### config.mk
export PLATFORM = sky130hd
export DESIGN_NAME = occ_ctrl
export DESIGN_NICKNAME = d
export VERILOG_FILES = /design/src/core/occ_ctrl.v /design/src/core/occ_sync.v
export VERILOG_INCLUDE_DIRS = /design/src /design/src/core
export SDC_FILE = /design/constraint.sdc
export NUM_CORES = 1
export LEC_CHECK = 0
export BUFFER_PORTS_ARGS = -buffer_cell sky130_fd_sc_hd__buf_4
export CAP_MARGIN = 20
export CORE_MARGIN = 2
export CORE_UTILIZATION = 45
export DETAILED_ROUTE_END_ITERATION = 8
export HOLD_SLACK_MARGIN = 0.1
export PLACE_DENSITY_LB_ADDON = 0.05
export REMOVE_ABC_BUFFERS = 1
export SYNTH_ARGS = -nofsm -noshare
export SYNTH_HDL_FRONTEND = slang
export SYNTH_SLANG_ARGS = --single-unit
### constraint.sdc
create_clock -name mclk -period 3.5 [get_ports mclk]
set_clock_uncertainty 0.15 [all_clocks]
set_input_delay 0.7 -clock mclk [delete_from_list [all_inputs] [get_ports mclk]]
set_output_delay 0.7 -clock mclk [all_outputs]
set_load 0.1 [all_outputs]
### src/core/occ_map.vh
// constants of the octal output channel control block
`ifndef OCC_MAP_VH
`define OCC_MAP_VH

// ****************************************
// register byte offsets
// ****************************************
`define OCC_REG_OUT_CMD 5'h00
`define OCC_REG_PROT 5'h04
`define OCC_REG_DIAG 5'h08
`define OCC_REG_FAULT 5'h0c
`define OCC_REG_DRIVE 5'h10
`define OCC_REG_IRQ_STAT 5'h14
`define OCC_REG_IRQ_MASK 5'h18
`define OCC_REG_CTRL 5'h1c

// ****************************************
// field positions and reset values
// ****************************************
`define OCC_CTRL_FORCE_OFF 0
`define OCC_EV_FRAME_OK 0
`define OCC_EV_FRAME_BAD 1
`define OCC_EV_OC_OFF 2
`define OCC_EV_THERM 3
`define OCC_EV_FAULT 4
`define OCC_NUM_EV 5
`define OCC_RST_OUT_CMD 8'h00
`define OCC_RST_PROT 8'h00
`define OCC_RST_DIAG 8'h00
`define OCC_RST_MASK 5'h00
`define OCC_RST_CTRL 1'h0

// ****************************************
// command word layout
// ****************************************
`define OCC_WORD_BITS 16
`define OCC_KEY 4'ha
`define OCC_MODE_OUT 4'hc
`define OCC_MODE_DIAG 4'h3
`define OCC_MODE_PROT 4'ha

// ****************************************
// timing
// ****************************************
`define OCC_CLK_MHZ 100
`define OCC_OC_FILT_US 10
// ten microseconds at the core clock, in whole cycles
`define OCC_OC_FILT_CYC 10'h3e8
`define OCC_RESTART_MS 120

`endif

### src/core/occ_ctrl.v
// octal output channel control: serial command, protection, diagnostics
//
// Contract
// (RL1) each of eight channels follows its last written serial on/off bit
// (RL2) per-channel protection choice: filtered switch-off or linear limiting
// (RL3) after power-up every channel uses filtered switch-off protection
// (RL4) over-temperature handled separately for each channel
// (RL5) low-side channel commanded off: open-load and short-to-ground check
// (RL6) high-side channel commanded off: open-load and short-to-battery check
// (RL7) channels six to eight on when serial bit or discrete enable is high
// (RL8) open discrete enable reads low, leaving serial control only
// (RL9) reset pin low clears all registers and turns every output off
// (RL10) open reset pin reads inactive high
// (RL11) output mode: bit one turns its channel on, bit zero first channel
// (RL12) protection mode: bit one selects linear limiting for its channel
// (RL13) diagnostic mode: bit one selects latched fault reporting
// (RL14) power-on: all channels off, diagnostics unlatched
// (RL15) settings change only after a complete valid command word
// (RL16) reset pin acts at once on outputs, release is synchronised
//
// Strobed register access and the placing of the registers were chosen for this implementation.
`timescale 1ns/1ns
`default_nettype none
`include "occ_map.vh"

module occ_ctrl #(
    parameter RESTART_CYC = `OCC_RESTART_MS * 1000 * `OCC_CLK_MHZ
) (
    input wire mclk,
    input wire rst,
    input wire reset_n,
    input wire sclk,
    input wire cs_n,
    input wire di,
    output reg do_ff,
    output reg do_oe_ff,
    input wire ch6_discrete_enable,
    input wire ch7_discrete_enable,
    input wire ch8_discrete_enable,
    input wire [7:0] high_side,
    input wire [7:0] over_temp,
    input wire [7:0] oc_sense,
    input wire [7:0] off_diag_fault,
    output reg [7:0] driver_channels,
    output reg [7:0] cur_limit_en,
    output reg [7:0] diag_gnd_en,
    output reg [7:0] diag_bat_en,
    input wire [4:0] addr,
    input wire [31:0] wdata,
    input wire wr,
    input wire rd,
    output reg [31:0] rdata,
    output reg irq
);

// ****************************************
// timing
// ****************************************
// least filter time, rounded up to whole cycles
localparam [9:0] OC_FILT_CYC = `OCC_OC_FILT_CYC;

// ****************************************
// reset pin: async assert, synchronised release
// ****************************************
reg rsn_meta_ff;
reg rsn_ff;
wire lrst;

always @(posedge mclk or negedge reset_n)
begin
    if (!reset_n)
    begin
        rsn_meta_ff <= 1'b0; // RL16
        rsn_ff <= 1'b0;
    end
    else
    begin
        rsn_meta_ff <= 1'b1;
        rsn_ff <= rsn_meta_ff; // RL16
    end
end

// an open pin is pulled high by the pad, so reset_n idles high
assign lrst = rst | ~rsn_ff; // RL9 RL10

// ****************************************
// pin synchronisers
// ****************************************
wire [37:0] pin_l;
wire sclk_l;
wire cs_l;
wire di_l;
wire [2:0] en_l;
wire [7:0] hs_l;
wire [7:0] ot_l;
wire [7:0] oc_l;
wire [7:0] od_l;

// open discrete enables are pulled low by the pad
occ_sync #(
    .W(38),
    .RST_VAL({35'h0, 3'h6})
) u_sync (
    .mclk(mclk),
    .rst(lrst),
    .async_in({od_l_src(off_diag_fault), oc_sense, over_temp, high_side,
        ch8_discrete_enable, ch7_discrete_enable, ch6_discrete_enable,
        cs_n, sclk, di}),
    .level_ff(pin_l)
);

function [7:0] od_l_src;
    input [7:0] v;
    begin
        od_l_src = v;
    end
endfunction

assign di_l = pin_l[0];
assign sclk_l = pin_l[1];
assign cs_l = pin_l[2];
assign en_l = pin_l[5:3]; // RL8
assign hs_l = pin_l[13:6];
assign ot_l = pin_l[21:14];
assign oc_l = pin_l[29:22];
assign od_l = pin_l[37:30];

// ****************************************
// serial link
// ****************************************
reg sclk_q_ff;
reg cs_q_ff;
reg [15:0] tx_ff;
reg [15:0] rx_ff;
reg [15:0] word_ff;
reg [3:0] bit_cnt_ff;
reg got_word_ff;
wire sclk_rise;
wire sclk_fall;
wire cs_fall;
wire cs_rise;
wire frame_ok;
wire [15:0] fault_w;

// true when the key matches and the mode is one of the three known
function key_ok;
    input [15:0] w;
    begin
        key_ok = (w[15:12] == `OCC_KEY) &&
            ((w[11:8] == `OCC_MODE_OUT) || (w[11:8] == `OCC_MODE_DIAG) ||
            (w[11:8] == `OCC_MODE_PROT));
    end
endfunction

assign sclk_rise = sclk_l & ~sclk_q_ff;
assign sclk_fall = ~sclk_l & sclk_q_ff;
assign cs_fall = ~cs_l & cs_q_ff;
assign cs_rise = cs_l & ~cs_q_ff;
// whole words only, and the first word carries the key
assign frame_ok = cs_rise & got_word_ff & (bit_cnt_ff == 4'h0) & key_ok(word_ff); // RL15

always @(posedge mclk)
begin
    if (lrst)
    begin
        sclk_q_ff <= 1'b1;
        cs_q_ff <= 1'b1;
        tx_ff <= 16'h0000;
        rx_ff <= 16'h0000;
        word_ff <= 16'h0000;
        bit_cnt_ff <= 4'h0;
        got_word_ff <= 1'b0;
        do_ff <= 1'b0;
        do_oe_ff <= 1'b0;
    end
    else
    begin
        sclk_q_ff <= sclk_l;
        cs_q_ff <= cs_l;
        if (cs_fall)
        begin
            tx_ff <= fault_w;
            do_ff <= fault_w[0];
            do_oe_ff <= 1'b1;
            bit_cnt_ff <= 4'h0;
            got_word_ff <= 1'b0;
        end
        else if (cs_rise)
        begin
            do_oe_ff <= 1'b0;
        end
        else if (!cs_l && sclk_rise)
        begin
            // lsb first; after the fault word the input wraps to the output
            tx_ff <= {di_l, tx_ff[15:1]};
            rx_ff <= {di_l, rx_ff[15:1]};
            bit_cnt_ff <= bit_cnt_ff + 4'h1;
            if (bit_cnt_ff == 4'hf && !got_word_ff)
            begin
                word_ff <= {di_l, rx_ff[15:1]};
                got_word_ff <= 1'b1;
            end
        end
        else if (!cs_l && sclk_fall)
        begin
            do_ff <= tx_ff[0];
        end
    end
end

// ****************************************
// command, protection and diagnostic settings
// ****************************************
reg [7:0] out_cmd_ff;
reg [7:0] prot_ff;
reg [7:0] diag_ff;

always @(posedge mclk)
begin
    if (lrst)
    begin
        out_cmd_ff <= `OCC_RST_OUT_CMD; // RL9 RL14
        prot_ff <= `OCC_RST_PROT; // RL3
        diag_ff <= `OCC_RST_DIAG; // RL14
    end
    else if (frame_ok)
    begin
        case (word_ff[11:8])
            `OCC_MODE_OUT: out_cmd_ff <= word_ff[7:0]; // RL1 RL11
            `OCC_MODE_PROT: prot_ff <= word_ff[7:0]; // RL2 RL12
            `OCC_MODE_DIAG: diag_ff <= word_ff[7:0]; // RL13
            default: out_cmd_ff <= out_cmd_ff;
        endcase
    end
end

// ****************************************
// overcurrent filter and restart
// ****************************************
reg [9:0] oc_cnt_ff [0:7];
reg [31:0] res_cnt_ff [0:7];
reg [7:0] oc_off_ff;
reg [7:0] oc_trip_ff;
reg [7:0] oc_new;
integer i;
integer j;

always @*
begin
    for (i = 0; i < 8; i = i + 1)
    begin
        oc_new[i] = oc_l[i] & driver_channels[i] & ~prot_ff[i] &
            (oc_cnt_ff[i] == OC_FILT_CYC - 10'h1);
    end
end

always @(posedge mclk)
begin
    for (j = 0; j < 8; j = j + 1)
    begin
        if (lrst)
        begin
            oc_cnt_ff[j] <= 10'h000;
            res_cnt_ff[j] <= 32'h0;
            oc_off_ff[j] <= 1'b0;
            oc_trip_ff[j] <= 1'b0;
        end
        else
        begin
            // filtered trip: current must stay high for the whole window
            if (!oc_l[j] || !driver_channels[j])
                oc_cnt_ff[j] <= 10'h000;
            else if (oc_cnt_ff[j] != OC_FILT_CYC - 10'h1)
                oc_cnt_ff[j] <= oc_cnt_ff[j] + 10'h001;
            oc_trip_ff[j] <= oc_l[j] & driver_channels[j] &
                (oc_cnt_ff[j] == OC_FILT_CYC - 10'h1);
            // linear mode never switches off, the stage limits instead
            if (oc_new[j])
            begin
                oc_off_ff[j] <= 1'b1; // RL2
                res_cnt_ff[j] <= RESTART_CYC - 1;
            end
            else if (oc_off_ff[j])
            begin
                if (res_cnt_ff[j] == 32'h0)
                    oc_off_ff[j] <= 1'b0;
                else
                    res_cnt_ff[j] <= res_cnt_ff[j] - 32'h1;
            end
        end
    end
end

// ****************************************
// output drive
// ****************************************
reg force_off_ff;
wire [7:0] want;
wire [7:0] nxt_drv;

assign want = out_cmd_ff | {en_l, 5'h00}; // RL1 RL7
// each channel is gated by its own temperature flag, never by another channel's
assign nxt_drv = want & ~ot_l & ~oc_off_ff & {8{~force_off_ff}}; // RL4

always @(posedge mclk or negedge reset_n)
begin
    if (!reset_n)
    begin
        driver_channels <= 8'h00; // RL16
        cur_limit_en <= 8'h00;
        diag_gnd_en <= 8'h00;
        diag_bat_en <= 8'h00;
    end
    else if (lrst)
    begin
        driver_channels <= 8'h00; // RL9
        cur_limit_en <= 8'h00;
        diag_gnd_en <= 8'h00;
        diag_bat_en <= 8'h00;
    end
    else
    begin
        driver_channels <= nxt_drv;
        cur_limit_en <= prot_ff; // RL2
        diag_gnd_en <= ~want & ~hs_l; // RL5
        diag_bat_en <= ~want & hs_l; // RL6
    end
end

// ****************************************
// fault register
// ****************************************
reg [15:0] fault_ff;
wire [15:0] fault_live;
wire [15:0] latch_sel;
wire [15:0] nxt_fault;

// high byte on-state faults, low byte off-state diagnosis
assign fault_live = {oc_trip_ff | ot_l, od_l & ~want};
assign latch_sel = {diag_ff, diag_ff};
// set beats the clear from a valid frame
assign nxt_fault = (latch_sel & ((frame_ok ? 16'h0000 : fault_ff) | fault_live)) |
    (~latch_sel & fault_live); // RL13
assign fault_w = fault_ff;

always @(posedge mclk)
begin
    if (lrst)
        fault_ff <= 16'h0000;
    else
        fault_ff <= nxt_fault;
end

// ****************************************
// interrupts
// ****************************************
reg [4:0] irq_stat_ff;
reg [4:0] irq_mask_ff;
reg [7:0] ot_q_ff;
wire [4:0] ev;
wire [4:0] nxt_stat;

assign ev = {|(nxt_fault & ~fault_ff), |(ot_l & ~ot_q_ff), |oc_new,
    cs_rise & ~frame_ok, frame_ok};
assign nxt_stat = (irq_stat_ff & ~((wr && addr == `OCC_REG_IRQ_STAT) ?
    wdata[4:0] : 5'h00)) | ev;

always @(posedge mclk)
begin
    if (lrst)
    begin
        irq_stat_ff <= 5'h00;
        irq_mask_ff <= `OCC_RST_MASK;
        force_off_ff <= `OCC_RST_CTRL;
        ot_q_ff <= 8'h00;
        irq <= 1'b0;
    end
    else
    begin
        ot_q_ff <= ot_l;
        irq_stat_ff <= nxt_stat;
        irq <= |(nxt_stat & irq_mask_ff);
        if (wr && addr == `OCC_REG_IRQ_MASK)
            irq_mask_ff <= wdata[4:0];
        if (wr && addr == `OCC_REG_CTRL)
            force_off_ff <= wdata[`OCC_CTRL_FORCE_OFF];
    end
end

// ****************************************
// register read
// ****************************************
reg [31:0] rd_mux;

always @*
begin
    case (addr)
        `OCC_REG_OUT_CMD: rd_mux = {24'h0, out_cmd_ff};
        `OCC_REG_PROT: rd_mux = {24'h0, prot_ff};
        `OCC_REG_DIAG: rd_mux = {24'h0, diag_ff};
        `OCC_REG_FAULT: rd_mux = {16'h0, fault_ff};
        `OCC_REG_DRIVE: rd_mux = {24'h0, driver_channels};
        `OCC_REG_IRQ_STAT: rd_mux = {27'h0, irq_stat_ff};
        `OCC_REG_IRQ_MASK: rd_mux = {27'h0, irq_mask_ff};
        `OCC_REG_CTRL: rd_mux = {31'h0, force_off_ff};
        default: rd_mux = 32'h0;
    endcase
end

// data stand only in the cycle after the strobe
always @(posedge mclk)
begin
    if (lrst)
        rdata <= 32'h0;
    else
        rdata <= rd ? rd_mux : 32'h0;
end

endmodule // occ_ctrl

`default_nettype wire

### src/core/occ_sync.v
// three-stage pin synchroniser with agreement filter
`timescale 1ns/1ns
`default_nettype none

module occ_sync #(
    parameter W = 1,
    parameter [W-1:0] RST_VAL = {W{1'b0}}
) (
    input wire mclk,
    input wire rst,
    input wire [W-1:0] async_in,
    output reg [W-1:0] level_ff
);

reg [W-1:0] s1_ff;
reg [W-1:0] s2_ff;
reg [W-1:0] s3_ff;

// first stage feeds only the second stage
always @(posedge mclk)
begin
    if (rst)
    begin
        s1_ff <= RST_VAL;
        s2_ff <= RST_VAL;
        s3_ff <= RST_VAL;
        level_ff <= RST_VAL;
    end
    else
    begin
        s1_ff <= async_in;
        s2_ff <= s1_ff;
        s3_ff <= s2_ff;
        // a change counts only once stages two and three agree
        level_ff <= (s2_ff & s3_ff) | (level_ff & (s2_ff ^ s3_ff));
    end
end

endmodule // occ_sync

`default_nettype wire

[After elaboration in Yosys (flattened, before gate mapping)]
Memory sizes are Yosys's and may differ from the RTL's.
Cells that the tools add are included.
Operators by class
  add/subtract/negate cells: 17
  multipliers: 0
  divide/modulo/power cells: 0
  magnitude comparators: 0
  eq/ne operators: 30
  shifts and indexed selects: 0
  mux-type cells: 178
  bitwise logic cells: 120
  reductions and logical operators: 63
Operators by type and width (count)
  32-bit 2-to-1 mux: 16
  32-bit zero test: 8
  32-bit by 1-bit subtractor with 32-bit output (second input constant): 8
  10-bit 2-to-1 mux: 16
  1-bit 2-to-1 mux: 136
  16-bit case mux with 8 select lines: 1
  10-bit by 1-bit adder with 10-bit output (second input constant): 8
  10-bit == test (second input constant): 8
  10-bit inequality test (second input constant): 8
  38-bit AND: 2
  16-bit 2-to-1 mux: 4
  8-bit AND: 7
  16-bit AND: 3
  1-bit AND: 40
  8-bit inverter: 5
  38-bit bitwise OR: 1
  38-bit XOR: 1
  1-bit bitwise OR: 33
  8-bit 2-to-1 mux: 4
  16-bit inverter: 2
  16-bit bitwise OR: 2
  5-bit == test (second input constant): 4
  1-bit zero test: 18
  1-bit inverter: 18
  other kinds (23): 55
Word-level totals
  register bits after elaboration: 351
  latch bits: 0
  memory bits (writable): 336
  memory bits (read-only): 0
  input bits: 80
  output and inout port bits: 67
  memories: 2
Memory list
  res_cnt_ff: words 8, width 32, rd ports 8, clocked after memory_dff 0, wr ports 8, RTL line occ_ctrl.v:241  | reg [31:0] res_cnt_ff [0:7];
  oc_cnt_ff: words 8, width 10, rd ports 8, clocked after memory_dff 0, wr ports 8, RTL line occ_ctrl.v:240  | reg [9:0] oc_cnt_ff [0:7];

[Depth between registers and ports, before layout]
Gate-level depths: netlist of the first run.
  depth in word-level cells: 14
  depth in mapped cells: 10
  mapped depth without buffers: 7

[Cells and area by module]
Synthesis of the first run repeated with hierarchy kept, for this count alone.
Unflattened totals
  cells, all modules: 2764
  area, all modules: 29682.2 sq um
Modules (own cells, without submodules)
  occ_ctrl: times used 1, cells each 2369, area an instance 24990.2 sq um, sequential area each 13903.3 sq um
  occ_sync: times used 1, cells each 395, area an instance 4692.0 sq um, sequential area each 3042.9 sq um

[Least setup slack after synthesis of the first run]
No wires, ideal clock.
  kind: register -> register
  start: memory res_cnt_ff[5][23] (netlist: res_cnt_ff[1][55])
  end: memory res_cnt_ff[5][0] (netlist: res_cnt_ff[1][32]) (enable)
  library setup time: 0.561 ns
  data arrival time: 2.870 ns
  required time: 2.789 ns
  path slack: -0.081 ns
  stages on the path, launching flop included: 6
  buffers on the path: 0
  cells stage by stage: edfxtp_1 -> or4_4 -> or4_4 -> or3b_4 -> o31ai_1 -> nand3_1
RTL lines (RTL line)
  from (decl): occ_ctrl.v:241

==> results.ini, run 1 <==
[place]
hpwl_microns=43500
place_inst=3715
portBuffers=103
gp_congestion=0.829
place_ws_ns=0.436

[floorplan]
die_h_microns=262
die_x_microns=262
io_pins=147
die_area_sq_mm=0.0686
row_count=94
start_util=0.455
coreArea_sq_mm=0.0657

[layout]
stdcell_count=3856
area_growth_pct=14.7
post-route-util=0.522
drive_gt1_frac=0.111
fillers=5821
nets=3072

[setup_path]
endpoint_kind=flip-flop
worstPathMaxFanout=32
cp_num_buf_inv=1
cp_slowest_cell=or4_1
crit_arrival_ns=3.25
cp.required_ns=3.67
crit_chain=or3_1, or4_1, or3_1, o211ai_2, buf_4, o21ai_1
critPathKind=reg -> reg
slowest_delay_ns=0.66
start_kind=flip-flop
cpLargestDelayFamily=simple AND/OR/NAND/NOR gates
cpMostUsedCell=or3_1

[timing]
fmax_mhz=324
fin_setup_tns_ns=0
slew_headroom=0.413
fin_crit_ns=3.08
tightest_slew_ns=0.879
fin_crit_sh=0.881
setup_viol=0
hold_violations=0
rsz0062_at_grt=no
layout_setup_ws_ns=0.416
whs_ns=0.143
final_max_slew_viol_count=0

[min_path]
hold_path_class=in -> reg

[logic_synthesis]
yosysMostFrequentCell=nor2_1
synth_top_area_cell=edfxtp_1
synth-seq-cells=670
synthCells=2797
ys_top_cells_by_area=edfxtp_1, dfxtp_1, nor2_1
syn_avg_cell_area_sq_um=10.7
synth.cell_area_sq_mm=0.0299
yosys_most_used_dff=edfxtp_1
async_flop_share=0.0507
synth-edff-count=336
ys_seq_area_frac=0.566
synth.top_cells.by_count=nor2_1, edfxtp_1, dfxtp_1
ys_warn_count=0
ys_types=75
synth_top_area_frac=0.337

[run_status]
status=completed

[run]
max_cap_viol_count=0

[routing]
ant_nets=0
drc=0
routed_wl_microns=66000
drtIter0Drc=1360
vias=20800
vias_per_cell=5.39
firstDrtPassIters=5
wl_per_cell_microns=17.1

[global_routing]
met3_usage=0.0323
grt_pass1_vias=20200
globalRoute.totalOverflow=0
antenna_found_initial=0
busiest_layer=met2
met2_usage=0.310
grt.total_usage=0.194
grt_max_degree=73
use_met1=0.270
grt_pass1_wl_microns=107000

[clock_network]
htreeDepth=3
tritoncts=done
cts_buffer_depth=3
root_buffer=clkbuf_16
cts.sinks=670
clk_pin_slew_worst_paths_ns=0.06
clock_latency_ns=0.61
cts_resized=0
numCtsBuffers=75

[power_and_ir_drop]
p_leak_nw=12.5
vdd_drop_max_v=0.000315
powerDensity_mw_per_mm2=508

==> worst paths after layout <==
path / startpoint / depth (start not counted) / end / slack [ns]
worst min register to register: rsn_meta_ff / 0 / rsn_ff / 0.20
worst max register to register: res_cnt_ff[0][15] / 6 / res_cnt_ff[0][11] / 0.42
worst max-delay path: res_cnt_ff[0][15] / 6 / res_cnt_ff[0][11] / 0.42
worst min-delay path: high_side[3] / 2 / u_sync.s1_ff[9] / 0.14
max in group asynchronous: reset_n / 2 / driver_channels[0] / 2.21
min in group asynchronous: reset_n / 2 / driver_channels[3] / 0.50
==> metrics by stage <==
stage,power [mW],area [sq um]
floorplan,9.31,29400
global placement,9.57,31700
detailed placement,9.59,31700
CTS,17.7,34300
global route,18.1,34300
finish,17.4,34300
==> placed cells by master, fill, tap and decap left out, drive strengths merged, types with 17 or more instances in the layout <==
cell type  synthesis  final
ha                59     59
dfxtp            300    300
mux2i             63     63
a211oi            21     21
inv               50     53
dfrtp             34     34
nand3b            18     18
xnor2            135    135
buf               41    166
nor4              65     65
nand3             96     96
or2               19     19
nand4             42     42
nor2             390    390
nor3              87     87
or3               63     63
and2             133    133
edfxtp           336    336
o21ai            159    159
conb               2     17
clkbuf            86    113
xor2             137    137
or4               40     40
and3              25     25
nand2            108    108
nand2b            26     26
a21oi            119    119
==> sequential cells by signal, summed over array words and instances, names as in the netlist, 15 cells and up <==
| signal | cells |
|---|---|
| rdata | 16 |
| rx_ff | 15 |
| tx_ff | 16 |
| res_cnt_ff | 256 |
| u_sync.s1_ff | 38 |
| oc_cnt_ff | 80 |
| word_ff | 16 |
| u_sync.s3_ff | 38 |
| fault_ff | 16 |
| u_sync.level_ff | 38 |
| u_sync.s2_ff | 38 |
==> where the power goes <==
part | total (mW) | leakage (nW) | internal [mW] | switching [mW]
Sequential | 8.58 | 6.66 | 8.41 | 0.169
Combinational | 0.855 | 4.61 | 0.311 | 0.544
Clock | 8.00 | 1.26 | 4.84 | 3.15
==> logic make-up after synthesis <==
logic type      Yosys count  synth area share
compound gates          368            0.0719
xor+xnor                272            0.0796
fa+ha+maj                59            0.0247
buf+inv                 177            0.0264
flops                   670             0.566
mux                      64            0.0218
other cells               2          0.000251
simple gates           1185             0.209
==> what timing repair did <==
action                                  in CTS  in global routing
hold buffers                                 5                  0
buffers inserted                             0                  0
hold endpoints to repair                    38                  0
endpoints found under the setup margin       0                  0
==> metal layers <==
layer,vias to the layer above,share of wire,wire [microns]
li1,10200,-,-
met1,10100,0.47,31100
met2,353,0.46,30200
met3,101,0.044,2930
met4,0,0.026,1750
met5,-,0,0
==> area by class of cell <==
type                            count  area [sq um]  share of cell area
Antenna cell                        1          2.50           0.0000729
Inverter                           50           188             0.00547
Sequential cell                   670         16900               0.494
Tap cell                          864          1080              0.0315
Clock buffer                      113          2310              0.0672
Clock inverter                     22           215             0.00627
Multi-Input combinational cell   1965         12300               0.358
Timing Repair Buffer              171          1310              0.0381
Note: power is estimated with default switching activity, not from simulation.
==> inputs of run 2 (changes only) <==
--- a/config.mk
+++ b/config.mk
@@ -10,8 +10,9 @@
 export CAP_MARGIN = 20
 export CORE_MARGIN = 2
-export CORE_UTILIZATION = 45
+export CORE_UTILIZATION = 55
 export DETAILED_ROUTE_END_ITERATION = 8
 export HOLD_SLACK_MARGIN = 0.1
 export PLACE_DENSITY_LB_ADDON = 0.05
+export RECOVER_POWER = 100
 export REMOVE_ABC_BUFFERS = 1
 export SYNTH_ARGS = -nofsm -noshare
--- a/constraint.sdc
+++ b/constraint.sdc
@@ -3,3 +3,3 @@
 set_input_delay 0.7 -clock mclk [delete_from_list [all_inputs] [get_ports mclk]]
 set_output_delay 0.7 -clock mclk [all_outputs]
-set_load 0.1 [all_outputs]
+set_load 0.005 [all_outputs]
==> run 2 against run 1 <==
Compared with the run above:
- the flow now finishes with violations (max-capacitance violations, max-slew violations)
- cell count down 4.9%
- total power decreased by 3.2%
- combinational power fell by 15%
- routed wire length decreased by 3.9%
- count of clock-buffer cells in the layout is 8 lower
- global-route usage is 3.2 points higher
- first-iteration DRC count grew 1.4%
- die area shrank 18%
- clock power is 5.4% lower
- largest power group unchanged
==> results.ini, run 2 (synthesis gave the netlist of run 1 again) <==
[power_and_ir_drop]
seq_power_share=0.508
power_switching_share=0.214
p_int_mw=13.3
p_clk_frac=0.449
vdd_drop_max_v=0.000409
powerDensity_mw_per_mm2=500
p_sw_mw=3.61
comb_power_share=0.043
power_mw=16.9
p_leak_nw=12.2

[routing]
vias=20900
highest_layer=met4
routed_wl_microns=63500
wl_per_cell_microns=17.3
drtIter0Drc=1379
vias_per_cell=5.70
firstDrtPassIters=5
drc=0
met1_length_microns=29600
ant_nets=0
met2_wirelength_microns=29100
wl_met3_microns=2840

[setup_path]
reg2reg_from=res_cnt_ff[1][55]
start_kind=flip-flop
critPathKind=reg -> reg
worstPathMaxFanout=32
crit_arrival_ns=3.31
crit_path_start=res_cnt_ff[1][55]
endpoint_kind=flip-flop
cp.required_ns=3.61

[clock_network]
cts_buffer_depth=3
tritoncts=done
post-cts-setup-buffers=0
clk_pin_slew_worst_paths_ns=0.06
cts.sinks=670
root_buffer=clkbuf_16
clock_latency_ns=0.59
htreeDepth=3
numCtsBuffers=71

[layout]
finalInstanceArea_sq_mm=0.0337
multiInputGateArea_sq_mm=0.0122
fillers=4320
drive_gt1_frac=0.0956
mostFrequentLayoutCell=nor2_1
reg_top3=res_cnt_ff x256, oc_cnt_ff x80
nets=3055
insertedDiodeCount=0
register_area_sq_mm=0.0169
post-route-util=0.626
top_register=res_cnt_ff
largest_reg_flops=256
mostFrequentLayoutCells=nor2_1, edfxtp_1, dfxtp_1, o21ai_0, xor2_1
area_growth_pct=12.7

[global_routing]
grt.total_usage=0.226
grt_pass1_wl_microns=104000
grt_max_degree=61
globalRoute.totalOverflow=0
grt_pass1_vias=20100
antenna_found_initial=2

[floorplan]
die_x_microns=237
die_h_microns=237
coreArea_sq_mm=0.0538
start_util=0.556
io_pins=147
row_count=85
die_area_sq_mm=0.0563

[timing]
fin_crit_sh=0.913
final_max_slew_viol_count=25
whs_ns=0.144
hold_violations=0
fin_crit_ns=3.20
tightest_slew_ns=1.51
setup_viol=0
slew_headroom=-0.00398
rsz0062_at_grt=no
fmax_mhz=313

[place]
gp_congestion=0.833
portBuffers=103
placed_area_sq_mm=0.0315
hpwl_microns=42300

[min_path]
hold_path_class=in -> reg
hp-start=sclk

[run_status]
status=complete, but fails checks
violations=max-capacitance violations, max-slew violations

[run]
max_cap_viol_count=1

==> run 2: cell type report <==
cell class / count / share of cell area
multi-input cells: 1965 / 0.362
well taps: 696 / 0.0258
repair buffers: 158 / 0.0333
inverters: 50 / 0.00557
clock inverters: 22 / 0.00535
flip-flops and latches: 670 / 0.503
clock buffers: 105 / 0.0650
==> run 2: power by group through the flow <==
stage	clock [mW]	sequential, mW	combinational (mW)
floorplan	0	8.70	0.504
global placement	0	8.73	0.724
detailed placement	0	8.74	0.737
CTS	7.76	8.57	0.746
global route	8.10	8.60	0.811
finish	7.57	8.58	0.725
==> run 2: through the flow <==
step	setup slack, ns	instances	setup TNS, ns
2_1_floorplan	-3.64	2685	-1815.42
3_3_place_gp	0.507	3538	0
3_5_place_dp	0.453	3538	0
4_1_cts	0.444	3666	0
5_1_grt	0.149	3666	0
6_report	0.304	3666	0
==> run 2: what timing repair did <==
action / in CTS / in global routing
hold buffers: 1 / 0
endpoints found under the setup margin: 0 / 0
hold endpoints to repair: 34 / 0
resized for setup: 0 / 0
==> run 2: final timing paths <==
| path | cells past startpoint | slack [ns] | to |
|---|---|---|---|
| hold / removal | 2 | 0.14 | u_sync.s1_ff[1] |
| setup / recovery | 6 | 0.30 | res_cnt_ff[1][58] |
| min in group asynchronous | 2 | 0.72 | diag_gnd_en[3] |
| setup reg to reg | 6 | 0.30 | res_cnt_ff[1][58] |
| hold reg to reg | 0 | 0.21 | rsn_ff |
| max in group asynchronous | 2 | 1.71 | diag_gnd_en[4] |
==> run 2: worst max-delay path: stages (launching register included) <==
cell and delay [ns]:
edfxtp_1 0.47, or4_4 0.55, or4_1 0.46, or3b_4 0.43, o31ai_1 0.30, nand3_1 0.12, clkbuf_4 0.38
==> run 2: per-layer routing <==
metal  global-route usage  up-vias
li1                     -    10200
met1                0.314    10100
met2                0.361      423
met3               0.0327      120
met4               0.0863        0
met5                    0        -
==> inputs of run 3 (changes only) <==
- CORE_ASPECT_RATIO: not set -> 0.6
- CORE_MARGIN: 2 -> 10
==> run 3 against run 2 <==
Compared with the run above:
- the run still ends with max-capacitance violations, max-slew violations left
- sequential power about the same
- core utilization shrank 0.29 points
- via count is essentially flat
- count of clock-buffer cells in the layout decreased by 18
- cell count up 1.0%
- sequential share of layout area rose by 0.056 points
- global-route usage fell by 2.7 points
- clock power down 9.8%
- combinational power is 4.1% higher
- first-iteration DRC count rose by 39%
- final area decreased by 0.11%
- register-to-register slack is essentially flat
- critical endpoint is now res_cnt_ff[0][31]
- largest cell class unchanged
==> results.ini, run 3 (synthesis gave the netlist of run 1 again) <==
[layout]
mostFrequentLayoutCell=nor2_1
post-route-util=0.623
largest_reg_flops=256
finalInstanceArea_sq_mm=0.0337
insertedDiodeCount=0
mostFrequentLayoutCells=nor2_1, edfxtp_1, dfxtp_1, o21ai_0, xor2_1
stdcell_count=3703
drive_gt1_frac=0.0893
reg_top3=res_cnt_ff x256, oc_cnt_ff x80
top_register=res_cnt_ff
area_growth_pct=12.5
nets=3076

[run_status]
violations=max-capacitance violations, max-slew violations
status=complete, but fails checks

[global_routing]
met3_usage=0.0373
grt_pass1_wl_microns=106000
grt_max_degree=88
use_met1=0.306
antenna_found_initial=0
grt.total_usage=0.199
grt_pass1_vias=19700
globalRoute.totalOverflow=0
busiest_layer=met1
met2_usage=0.288

[timing]
fin_crit_ns=3.20
final_max_slew_viol_count=88
fmax_mhz=312
tightest_slew_ns=1.79
hold_violations=0
whs_ns=0.137
rsz0062_at_grt=no
setup_viol=0
fin_crit_sh=0.915
slew_headroom=-0.191

[min_path]
hold_path_class=in -> reg

[routing]
ant_nets=0
routed_wl_microns=66200
drc=0
vias=20900
firstDrtPassIters=5
vias_per_cell=5.64
wl_per_cell_microns=17.9
drtIter0Drc=1914

[floorplan]
coreArea_sq_mm=0.0540
row_count=66
die_x_microns=321
die_area_sq_mm=0.0644
io_pins=147
start_util=0.554
die_h_microns=201

[setup_path]
endpoint_kind=flip-flop
slowest_delay_ns=0.68
cp_slowest_cell=or4_1
crit_chain=or3_1, or4_1, or3_1, o21ai_0, nand2_1, clkbuf_4
crit_arrival_ns=3.36
worstPathMaxFanout=32
cp.required_ns=3.65
critPathKind=reg -> reg
cpMostUsedCell=or3_1
start_kind=flip-flop

[place]
portBuffers=103
hpwl_microns=44800
gp_congestion=0.883
place_inst=3561
placed_area_sq_mm=0.0315

[power_and_ir_drop]
powerDensity_mw_per_mm2=480
power_mw=16.2
vdd_drop_max_v=0.000326
p_leak_nw=12.2

[clock_network]
cts_buffer_depth=3
numCtsBuffers=60
clk_pin_slew_worst_paths_ns=0.07
htreeDepth=2
tritoncts=done
cts.sinks=670
root_buffer=clkbuf_16
clock_latency_ns=0.64
post-cts-setup-buffers=0

[run]
max_cap_viol_count=1

==> run 3: changes by cell type in the layout (fill, tap and decap cells not counted), moves of 5 or more <==
cell / delta
clkbuf_16: -9
clkbuf_1: +7
clkinv_2: +8
clkbuf_4: -13
clkbuf_8: -5
dlygate4sd3_1: +26
==> run 3: stage by stage <==
| step | TNS [ns] | setup slack [ns] |
|---|---|---|
| finish | 0 | 0.297 |
| global route | 0 | 0.141 |
| CTS | 0 | 0.399 |
| detailed placement | 0 | 0.414 |
| floorplan | -1815.42 | -3.64 |
| global placement | 0 | 0.465 |
==> run 3: final cells by class <==
class / instances / area [sq um]
clock buffer: 87 / 1880
sequential: 670 / 16900
tap: 714 / 893
timing repair buffer: 190 / 1400
clock inverter: 27 / 188
multi-input combinational: 1965 / 12200
inverter: 50 / 188
fill: 4360 / 20300
==> run 3: where the power goes <==
part | leakage [nW] | switching, mW | internal, mW
registers | 6.66 | 0.169 | 8.40
logic | 4.50 | 0.441 | 0.314
clock network | 1.05 | 3.00 | 3.82
==> run 3: final timing paths <==
path	from	to	slack, ns	depth (start not counted)
worst min register to register	rsn_meta_ff	rsn_ff	0.22	0
worst max register to register	res_cnt_ff[0][15]	res_cnt_ff[0][31]	0.30	6
max in group asynchronous	reset_n	cur_limit_en[1]	1.70	2
worst min-delay path	over_temp[7]	u_sync.s1_ff[21]	0.14	2
worst max-delay path	res_cnt_ff[0][15]	res_cnt_ff[0][31]	0.30	6
min in group asynchronous	reset_n	diag_bat_en[6]	0.70	2
==> run 3: repair_timing <==
action,CTS,global route
endpoints found under the hold margin,60,0
gates resized for setup,0,0
hold buffers,27,0
endpoints found under the setup margin,0,0
==> run 3: per-layer routing <==
layer / share of wire / wire length (microns) / up-vias
li1: - / - / 10300
met1: 0.50 / 33300 / 10100
met2: 0.42 / 28000 / 506
met3: 0.060 / 3990 / 71
met4: 0.014 / 941 / 0
met5: 0 / 0 / -
==> run 3: worst max-delay path: cells and delay by family (launching register included) <==
kind | cells | cell delay (ns)
simple gates | 4 | 1.66
flops | 1 | 0.45
buf+inv | 1 | 0.34
compound gates | 1 | 0.28
